**src/design/ibus_cfg.svh**
```systemverilog
// Constants for the interleaved PCM backplane bus control block
`ifndef IBUS_CFG_SVH
`define IBUS_CFG_SVH

// ----------------------------------------
// Register map
// ----------------------------------------
`define IBUS_CTRL_ADDR 8'h94
`define IBUS_CTRL_RESET 4'h0
`define IBUS_BIT_ENABLE 3
`define IBUS_BIT_TYPE 2
`define IBUS_BIT_MASTER_SELECT_BIT0 1
`define IBUS_BIT_MASTER_SELECT_BIT1 0

// ----------------------------------------
// Bus geometry
// ----------------------------------------
`define IBUS_SLOTS_TWO 2'h1
`define IBUS_SLOTS_FOUR 2'h3
`define IBUS_FRAME_LAST 5'h1F
`define IBUS_IDLE_BYTE 8'hFF
`define IBUS_FIFO_DEPTH 16
`define IBUS_DATA_W 8

`endif

```
**src/design/ibus_pkg.sv**
```systemverilog
// Types for the interleaved PCM backplane bus control block
package ibus_pkg;
    typedef enum logic [1:0] {
        ROLE_OFF,
        ROLE_SLAVE,
        ROLE_MASTER_TWO,
        ROLE_MASTER_FOUR
    } role_t;
endpackage : ibus_pkg

```
**src/design/ibus_fifo.sv**
```systemverilog
// Byte FIFO between the framer receive side and the shared bus
`timescale 1ns/1ps
module ibus_fifo #(
    parameter int WIDTH = 8,
    parameter int DEPTH = 16
) (
    // Clock and reset
    input wire logic clock,
    input wire logic rst,
    // Fill side
    input wire logic in_valid,
    output logic in_ready,
    input wire logic [WIDTH-1:0] in_data,
    // Drain side
    output logic out_valid,
    input wire logic out_ready,
    output logic [WIDTH-1:0] out_data,
    // Flush
    input wire logic flush
);
    localparam int AW = $clog2(DEPTH);
    logic [WIDTH-1:0] mem_q [DEPTH];
    logic [AW-1:0] wr_q, wr_d, rd_q, rd_d;
    logic [AW:0] cnt_q, cnt_d;
    logic push, pop;

    assign in_ready = (cnt_q != DEPTH[AW:0]);
    assign out_valid = (cnt_q != '0);
    assign out_data = mem_q[rd_q];

    always_comb begin
        push = in_valid && in_ready;
        pop = out_valid && out_ready;
        wr_d = wr_q;
        rd_d = rd_q;
        cnt_d = cnt_q;
        if (flush) begin
            wr_d = '0;
            rd_d = '0;
            cnt_d = '0;
        end else begin
            if (push) wr_d = wr_q + 1'b1;
            if (pop) rd_d = rd_q + 1'b1;
            if (push && !pop) cnt_d = cnt_q + 1'b1;
            if (pop && !push) cnt_d = cnt_q - 1'b1;
        end
    end

    always_ff @(posedge clock) begin
        if (rst) begin
            wr_q <= '0;
            rd_q <= '0;
            cnt_q <= '0;
        end else begin
            wr_q <= wr_d;
            rd_q <= rd_d;
            cnt_q <= cnt_d;
        end
    end

    always_ff @(posedge clock) begin
        if (push && !flush) begin
            mem_q[wr_q] <= in_data;
        end
    end
endmodule : ibus_fifo

```
**src/design/interleaved_pcm_backplane_bus.sv**
```systemverilog
// Per-framer interleaved PCM backplane bus control
`timescale 1ns/1ps
`include "ibus_cfg.svh"
module interleaved_pcm_backplane_bus (
    // Clock and reset
    input wire logic clock,
    input wire logic rst,
    // Parallel control port
    input wire logic [7:0] addr,
    input wire logic [7:0] wdata,
    input wire logic wr_en,
    input wire logic rd_en,
    output logic [7:0] rdata,
    // Receive byte stream from the elastic store
    input wire logic rx_valid,
    output logic rx_ready,
    input wire logic [7:0] rx_data,
    // Slot position of this framer when slave
    input wire logic [1:0] slave_position,
    // Shared bus timing
    input wire logic bus_byte_tick,
    input wire logic receive_sync_pin,
    output logic bus_sync_out,
    // Shared bus data, byte output with one shared active-low output enable
    output logic [7:0] bus_data_out,
    output logic bus_data_oe_n,
    // Status
    output logic bus_active
);
    // ----------------------------------------
    // Control register
    // ----------------------------------------
    logic [3:0] ctrl_q, ctrl_d;
    logic [7:0] rdata_q, rdata_d;

    function automatic ibus_pkg::role_t decode_role(input logic [3:0] c);
        if (!c[`IBUS_BIT_ENABLE]) return ibus_pkg::ROLE_OFF;
        case ({c[`IBUS_BIT_MASTER_SELECT_BIT1], c[`IBUS_BIT_MASTER_SELECT_BIT0]})
            2'h0: return ibus_pkg::ROLE_SLAVE;
            2'h1: return ibus_pkg::ROLE_MASTER_TWO;
            2'h2: return ibus_pkg::ROLE_MASTER_FOUR;
            default: return ibus_pkg::ROLE_OFF;
        endcase
    endfunction : decode_role

    always_comb begin
        ctrl_d = ctrl_q;
        rdata_d = rdata_q;
        if (wr_en && addr == `IBUS_CTRL_ADDR) begin
            ctrl_d = wdata[3:0];
        end
        if (rd_en) begin
            rdata_d = (addr == `IBUS_CTRL_ADDR) ? {4'h0, ctrl_q} : 8'h00;
        end
    end

    always_ff @(posedge clock) begin
        if (rst) begin
            ctrl_q <= `IBUS_CTRL_RESET;
            rdata_q <= 8'h00;
        end else begin
            ctrl_q <= ctrl_d;
            rdata_q <= rdata_d;
        end
    end
    assign rdata = rdata_q;

    // ----------------------------------------
    // Buffer from elastic store to bus
    // ----------------------------------------
    ibus_pkg::role_t role;
    logic fifo_valid, fifo_pop;
    logic [7:0] fifo_data;
    logic participating;

    assign role = decode_role(ctrl_q);
    assign participating = (role != ibus_pkg::ROLE_OFF);

    ibus_fifo #(
        .WIDTH(`IBUS_DATA_W),
        .DEPTH(`IBUS_FIFO_DEPTH)
    ) u_fifo (
        .clock(clock),
        .rst(rst),
        .in_valid(rx_valid),
        .in_ready(rx_ready),
        .in_data(rx_data),
        .out_valid(fifo_valid),
        .out_ready(fifo_pop),
        .out_data(fifo_data),
        .flush(!participating)
    );

    // ----------------------------------------
    // Slot sequencer
    // ----------------------------------------
    logic [1:0] slot_q, slot_d, my_slot, last_slot;
    logic [4:0] byte_q, byte_d;
    logic cur_is_mine, sync_d, sync_q, oe_n_d, oe_n_q;
    logic [7:0] bus_d, bus_q;
    logic frame_mode, group_start;

    assign frame_mode = ctrl_q[`IBUS_BIT_TYPE];

    always_comb begin
        my_slot = 2'h0;
        last_slot = `IBUS_SLOTS_FOUR;
        case (role)
            ibus_pkg::ROLE_MASTER_TWO: last_slot = `IBUS_SLOTS_TWO;
            ibus_pkg::ROLE_MASTER_FOUR: last_slot = `IBUS_SLOTS_FOUR;
            ibus_pkg::ROLE_SLAVE: my_slot = slave_position;
            default: my_slot = 2'h0;
        endcase
    end

    always_comb begin
        slot_d = slot_q;
        byte_d = byte_q;
        sync_d = 1'b0;
        group_start = 1'b0;
        if (!participating) begin
            slot_d = 2'h0;
            byte_d = 5'h00;
        end else if (bus_byte_tick) begin
            if (role == ibus_pkg::ROLE_SLAVE && receive_sync_pin) begin
                group_start = 1'b1;
            end else if (role != ibus_pkg::ROLE_SLAVE) begin
                group_start = (slot_q == 2'h0) && (byte_q == 5'h00);
            end
            if (group_start) begin
                slot_d = 2'h0;
                byte_d = 5'h00;
            end
            // Advance to the slot of the next tick
            if (frame_mode) begin
                if (byte_d == `IBUS_FRAME_LAST) begin
                    byte_d = 5'h00;
                    slot_d = (slot_d == last_slot) ? 2'h0 : slot_d + 2'h1;
                end else begin
                    byte_d = byte_d + 5'h01;
                end
            end else begin
                slot_d = (slot_d == last_slot) ? 2'h0 : slot_d + 2'h1;
            end
            sync_d = group_start && (role != ibus_pkg::ROLE_SLAVE);
        end
    end

    assign cur_is_mine = participating && bus_byte_tick
        && ((group_start ? 2'h0 : slot_q) == my_slot);
    assign fifo_pop = cur_is_mine && fifo_valid;

    always_comb begin
        bus_d = bus_q;
        oe_n_d = oe_n_q;
        if (!participating) begin
            oe_n_d = 1'b1;
        end else if (bus_byte_tick) begin
            oe_n_d = !cur_is_mine;
            bus_d = fifo_valid ? fifo_data : `IBUS_IDLE_BYTE;
        end
    end

    always_ff @(posedge clock) begin
        if (rst) begin
            slot_q <= 2'h0;
            byte_q <= 5'h00;
            sync_q <= 1'b0;
            bus_q <= `IBUS_IDLE_BYTE;
            oe_n_q <= 1'b1;
        end else begin
            slot_q <= slot_d;
            byte_q <= byte_d;
            sync_q <= sync_d;
            bus_q <= bus_d;
            oe_n_q <= oe_n_d;
        end
    end

    logic active_q;
    always_ff @(posedge clock) begin
        if (rst) begin
            active_q <= 1'b0;
        end else begin
            active_q <= participating;
        end
    end

    assign bus_sync_out = sync_q;
    assign bus_data_out = bus_q;
    assign bus_data_oe_n = oe_n_q;
    assign bus_active = active_q;
endmodule : interleaved_pcm_backplane_bus

```
**config.mk**
```make
export PLATFORM = sky130hd
export DESIGN_NAME = interleaved_pcm_backplane_bus
export DESIGN_NICKNAME = d
export VERILOG_FILES = /design/src/design/ibus_pkg.sv /design/src/design/ibus_fifo.sv /design/src/design/interleaved_pcm_backplane_bus.sv
export VERILOG_INCLUDE_DIRS = /design/src /design/src/design
export SDC_FILE = /design/constraint.sdc
export NUM_CORES = 1
export LEC_CHECK = 0
export ABC_CLOCK_PERIOD_IN_PS = 4200
export BUFFER_PORTS_ARGS = -buffer_cell sky130_fd_sc_hd__buf_2
export CELL_PAD_IN_SITES_DETAIL_PLACEMENT = 0
export CELL_PAD_IN_SITES_GLOBAL_PLACEMENT = 2
export CORE_MARGIN = 1.5
export CORE_UTILIZATION = 44
export DETAILED_ROUTE_END_ITERATION = 10
export PLACE_DENSITY_LB_ADDON = 0.1
export SLEW_MARGIN = 40
export SYNTH_ARGS = -nofsm -noshare
export SYNTH_HDL_FRONTEND = slang
export SYNTH_SLANG_ARGS = --single-unit
```
**constraint.sdc**
```tcl
create_clock -name clock -period 4.2 [get_ports clock]
set_clock_uncertainty 0.05 [all_clocks]
set_input_delay 0.21 -clock clock [delete_from_list [all_inputs] [get_ports clock]]
set_output_delay 0.21 -clock clock [all_outputs]
set_load 0.02 [all_outputs]
```
==> reports/qor.csv, run 1 <==
metric,value,unit
status,"finished, final reports clean",
synth_edf_count,128,
finalNonFillerCells,726,
antenna_found_initial,0,
synth_seq_cells,171,
rsz0062_at_grt,no,
powerDensity,410.4,nW/µm²
fin_setup_tns,0,ps
synth_ff_type,edfxtp_1,
diodes,0,
synth.area.top_cells,"edfxtp_1 (53%), dfxtp_1 (12%), mux4_1 (7.3%)",
first_iter_violations,275,
finalNetCount,544,
r2r_setup_slack,860,ps
yosysSeqAreaShare,65.45,%
hp-start,rst,
crit_arrival,3640,ps
hold_depth,2,
dpl.hpwl,8952,µm
io_buffers,44,
cts_resized,0,
grt_overflow,0,
clock_latency,420,ps
finalCritPeriodShare,79.52,%
avgRoutedWirePerCell,19.27,µm
path_class,register to register,
synthArstFlopShare,0,%
max_freq,299.4,MHz
min_period,3340,ps
layout-drive-gt1-share,23.53,%
num_rows,46,
io-pin-count,53,
slew_headroom,56.46,%
regToRegEndpoint,u_fifo.cnt_q[4],
grt_usage,17.64,%
ant_nets,0,
synth.cell_area,7188,µm²
synth.distinct_cells,59,
post_cts_buffers,0,
fp.dieH,130.8,µm
dp_cells,690,
seqCellArea,4713,µm²
tritoncts,built,
fp.dieW,130.8,µm
htree_num_levels,4,
fillers,1376,
multiInputGateArea,2301,µm²
synth.largest_area_cell,edfxtp_1,
grt_pass1_vias,3873,
p_leak,2.772,nW
clkTransAtPathRegs,60,ps
ctsHoldBuffers,4,
path_max_fanout,7,
report.final.slew_viol_count,0,
coreArea,15940,µm²
max_slew.worst_pin.slew,652.3,ps
dr.pass1.iters,4,
startpoint_type,register,
hold_class,primary input to register,
crit_required,4500,ps
cts_root_buffer,clkbuf_16,
start_util,45.09,%
r2r-start,ctrl_q[0],
syn_avg_cell_area,16.08,µm²
cp-end-kind,register,
place.gp.congestion,0.7536,
yosysWarnings,0,
drc,0,
grt_pass1_wl,21490,µm
numCtsBuffers,17,
cap_violations,0,
clockBufferDepth,2,
synth_top_area_share,53.47,%
hold_viol_final,0,
grt_start_max_net_pins,33,
clock_sinks,171,
hold_path_end,ctrl_q[3],
vias_per_cell,5.324,
die-area,17110,µm²
vias,3865,
routed_wl,13990,µm
ff2ff_path_depth,12,
peakVddDrop,0.2671,mV
area_delta_synth_final,13.93,%
setup_viol,0,
syn_inst,447,
metal layers:
layer	up-vias	wire length (µm)	GRT usage [%]
met1	1938	6191	22.17
met2	77	7129	30.46
met3	13	452	3.257
li1	1837	-	-
met5	-	0	0
met4	0	220	6.787
worst max-delay path by stage:
stage	slack, ps	cells after the start	start	end
after floorplan	1130	12	ctrl_q[0]	u_fifo.cnt_q[4]
after CTS	820	12	ctrl_q[0]	u_fifo.cnt_q[4]
final	860	12	ctrl_q[0]	u_fifo.cnt_q[4]
after global placement	890	12	ctrl_q[0]	u_fifo.cnt_q[4]
after global routing	570	12	ctrl_q[0]	u_fifo.cnt_q[4]
after detailed placement	840	12	ctrl_q[0]	u_fifo.cnt_q[4]
per-stage QoR:
step	setup slack (ps)	power (mW)	util, %	hold WS (ps)	instance area (µm²)
finish	860.3	3.361	51.37	63.10	8189
global route	572.4	3.468	51.37	62.34	8189
CTS	818.3	3.391	51.32	54.54	8182
detailed placement	836.6	1.899	47.47	396.0	7569
global placement	890.6	1.898	47.39	393.7	7555
floorplan	1132	1.869	-	258.9	7199
Yosys cell counts (all sizes together) (2+ instances only):
| library cell | number |
|---|---|
| edfxtp | 128 |
| dfxtp | 43 |
| nor2 | 36 |
| mux4 | 32 |
| a21oi | 24 |
| buf | 18 |
| mux2i | 15 |
| nand2 | 14 |
| ha | 13 |
| and2 | 12 |
| inv | 11 |
| mux2 | 9 |
| o22ai | 8 |
| clkbuf | 6 |
| nor2b | 6 |
| nor4 | 6 |
| nand3 | 5 |
| xnor2 | 5 |
| xor2 | 5 |
| nand2b | 4 |
| o21ai | 4 |
| o31ai | 4 |
| a21o | 3 |
| nor3 | 3 |
| a211oi | 2 |
| a31oi | 2 |
| a32oi | 2 |
| and3 | 2 |
| nand3b | 2 |
| nand4 | 2 |
| or2 | 2 |
| or3 | 2 |
worst max-delay path, stage by stage, from the launching register on:
cell,delay (ps)
dfxtp_1,380
inv_1,60
ha_1,350
nand2b_1,190
a211oi_1,420
a211oi_4,180
ha_1,320
fa_1,430
a21o_1,200
a21oi_1,160
xor2_1,90
or3_1,310
a21oi_1,140
placed cells by master, fill, tap and decap left out, types with 13 or more instances in the layout:
cell type    n
a21oi_1     24
buf_2       44
clkbuf_16   17
dfxtp_1     40
edfxtp_1   128
ha_1        13
mux2i_1     15
mux4_1      20
nand2_1     14
nor2_1      32
layout make-up:
cell class,instances,share of cell area (%)
Sequential cell,171,57.56
Multi-Input combinational cell,244,28.10
Clock buffer,20,5.577
Timing Repair Buffer,52,3.545
Tap cell,216,3.300
Clock inverter,12,1.421
Inverter,11,0.5042
flip-flops by register name, indices dropped and copies added (netlist names), named ones only:
| name | flops |
|---|---|
| bus_active | 1 |
| bus_data_oe_n | 1 |
| bus_data_out | 8 |
| bus_sync_out | 1 |
| byte_q | 5 |
| ctrl_q | 4 |
| rdata | 4 |
| slot_q | 2 |
| u_fifo.cnt_q | 5 |
| u_fifo.mem_q | 128 |
| u_fifo.rd_q | 4 |
| u_fifo.wr_q | 4 |
cell families after synthesis:
group | after synthesis | share of synthesized area, %
compound gates | 57 | 5.779
xor+xnor | 10 | 1.218
fa+ha+maj | 14 | 2.541
flops | 171 | 65.45
buf+inv | 35 | 2.907
other cells | 1 | 0.05217
simple gates | 103 | 7.485
mux | 56 | 14.57
where the power goes:
part	internal [mW]	leakage, nW	total (mW)	switching [mW]
sequential	1.81	1.50	1.81	0.000108
clock	0.852	0.265	1.50	0.645
combinational	0.0170	1.01	0.0528	0.0358
total	2.68	2.77	3.36	0.681
No activity file was read; power rests on OpenSTA's default activity.
==> run 2: changes to the inputs <==
ABC_CLOCK_PERIOD_IN_PS = 3400   (was 4200)
clock period = 3.4 ns   (was 4.2 ns; I/O delays follow)
==> run 2 against run 1 <==
Sequential power up 24%. Critical path type unchanged. Critical path depth is the same. First-iteration DRC count down 22%. Count of clock-buffer cells in the layout rose by 2. Utilization is 1.0 points higher. Wire length up 0.46%. Design area is 2.0% higher. Critical endpoint unchanged.
==> reports/qor.csv, run 2 (same netlist as run 1, synthesis figures left out) <==
metric,value,unit,change
status,"finished, final reports clean",,
routed_wl,14060,µm,+0.46%
ant_nets,0,,unchanged
first_iter_violations,215,,-22%
finalNetCount,561,,+3.1%
ff2ff_path_depth,12,,unchanged
numCtsBuffers,17,,unchanged
io-pin-count,53,,unchanged
dpl.hpwl,9186,µm,+2.6%
tritoncts,built,,
p_leak,2.891,nW,+4.3%
seq_power_share,52.5,%,-1.4 points
coreArea,15940,µm²,unchanged
fp.dieH,130.8,µm,unchanged
largest_register,u_fifo.mem_q,,
setup_viol,0,,unchanged
hold_class,primary input to register,,
r2r_setup_slack,250,ps,-610 ps
slowest_stage,fa_1,,
min_period,3154,ps,-185.6 ps
max_slew.worst_pin.slew,816.1,ps,+163.7 ps
worst_slack,245.9,ps,-614.4 ps
crit_required,3710,ps,-790 ps
hold_viol_final,0,,unchanged
regToRegEndpoint,u_fifo.cnt_q[4],,
grt_overflow,0,,unchanged
max_freq,317.0,MHz,+5.9%
clock_sinks,171,,unchanged
fp.dieW,130.8,µm,unchanged
hp-start,rd_en,,
grt_pass1_vias,4033,,+4.1%
die-area,17110,µm²,unchanged
grt_start_max_net_pins,24,,-27%
cp_num_buf_inv,1,,unchanged
swShare,19.32,%,-0.94 points
grt_pass1_wl,22040,µm,+2.6%
powerDensity,510.4,nW/µm²,+24%
power.share.clock,46.0,%,+1.4 points
internal_power,3.440,mW,+28%
total_power,4.264,mW,+27%
start_util,45.09,%,unchanged
dpl_worst_slack,177.4,ps,-659.1 ps
area_delta_synth_final,16.24,%,
r2r-start,ctrl_q[0],,
rsz0062_at_grt,no,,
p_comb_share,1.6,%,about the same
path_class,register to register,,
layout-drive-gt1-share,23.53,%,unchanged
cp-startpoint,ctrl_q[0],,
finalCritPeriodShare,92.77,%,+13 points
drc,0,,unchanged
grt_usage,18.25,%,+0.60 points
antenna_found_initial,0,,unchanged
startpoint_type,register,,
slowest_delay,430,ps,about the same
crit_family,compound AO/OA/AOI/OAI gates,,
p_sw,0.8239,mW,+21%
vias,3894,,+0.75%
diodes,0,,unchanged
cp-end-kind,register,,
hold_depth,4,,+2
path_max_fanout,5,,-2
mostFrequentLayoutCells,"edfxtp_1 (128), buf_2 (44), dfxtp_1 (41)",,
avgRoutedWirePerCell,18.92,µm,-1.8%
hold_path_end,rdata[3],,
io_buffers,44,,unchanged
clkTransAtPathRegs,60,ps,about the same
cts_root_buffer,clkbuf_16,,
htree_num_levels,4,,unchanged
slew_headroom,45.60,%,-11 points
crit_chain,inv_1 > ha_1 > o311ai_2 > a21o_1 > a211oi_4 > ha_1 > fa_1 > a21o_1 > a21oi_1 > xor2_1 > or3_1 > a21oi_1,,
place.gp.congestion,0.7735,,+2.6%
largest_register_ffs,128,,unchanged
peakVddDrop,0.3632,mV,+36%
cap_violations,0,,unchanged
crit_arrival,3460,ps,-180 ps
report.final.slew_viol_count,0,,unchanged
clock_latency,430,ps,about the same
fin_setup_tns,0,ps,unchanged
clockBufferDepth,2,,unchanged
num_rows,46,,unchanged
final_util,52.41,%,+1.0 points
dr.pass1.iters,5,,+1
final_common_cell,edfxtp_1,,
vias_per_cell,5.241,,-1.6%
run 2: changes by cell type in the layout (fill, tap and decap cells not counted), sizes merged:
cell / delta
clkinv: -1
buf: +12
bufinv: +2
clkinvlp: -4
clkbuf: +2
inv: +1
dlygate4sd3: +5
run 2: cell type report:
class                           instances  area, µm²
Fill cell                            1354       7587
Clock inverter                         10      141.4
Clock buffer                           22      454.2
Multi-Input combinational cell        244       2298
Tap cell                              216      270.3
Inverter                               11      41.29
Sequential cell                       171       4707
Timing Repair Buffer                   69      442.9
run 2: power groups by stage:
stage / registers (mW) / clock network, mW / logic, mW
after detailed placement: 2.28 / 0 / 0.0634
after floorplan: 2.28 / 0 / 0.0244
final: 2.24 / 1.96 / 0.0662
after CTS: 2.24 / 2.01 / 0.0677
after global placement: 2.28 / 0 / 0.0605
after global routing: 2.24 / 2.10 / 0.0748
run 2: worst reg2reg max path: cells and delay by family (launching register included):
kind,cells,cell delay [ps]
simple gates,1,310
fa+ha+maj,3,1090
buf+inv,1,60
compound gates,6,1110
flops,1,380
xor+xnor,1,90
run 2: per-layer routing:
layer  vias to the layer above  track usage (%)  part of all wire (%)
met4                         0            7.175                   1.3
met5                         -                0                     0
met1                      1920            22.76                    44
met2                        84            30.74                    51
li1                       1876                -                     -
met3                        14            4.520                   3.6
run 2: worst max path at each step:
stage / endpoint / slack (ps) / cells after the start
floorplan: u_fifo.cnt_q[4] / 330 / 12
CTS: u_fifo.cnt_q[4] / 150 / 12
global placement: u_fifo.cnt_q[4] / 290 / 13
global route: u_fifo.cnt_q[4] / 2 / 13
finish: u_fifo.cnt_q[4] / 250 / 12
detailed placement: u_fifo.cnt_q[4] / 180 / 12
run 2: through the flow:
step	hold slack [ps]	area [µm²]	cells
3_3_place_gp	350.7	7649	701
2_1_floorplan	218.9	7199	450
6_report	61.94	8356	743
3_5_place_dp	357.8	7655	701
4_1_cts	35.30	8341	742
5_1_grt	57.72	8356	743
run 2: what timing repair did:
| action | in CTS | in global routing |
|---|---|---|
| hold endpoints to repair | 6 | 0 |
| endpoints found under the setup margin | 0 | 1 |
| buffers inserted | 0 | 1 |
| hold buffers | 9 | 0 |
| resized for setup | 0 | 1 |
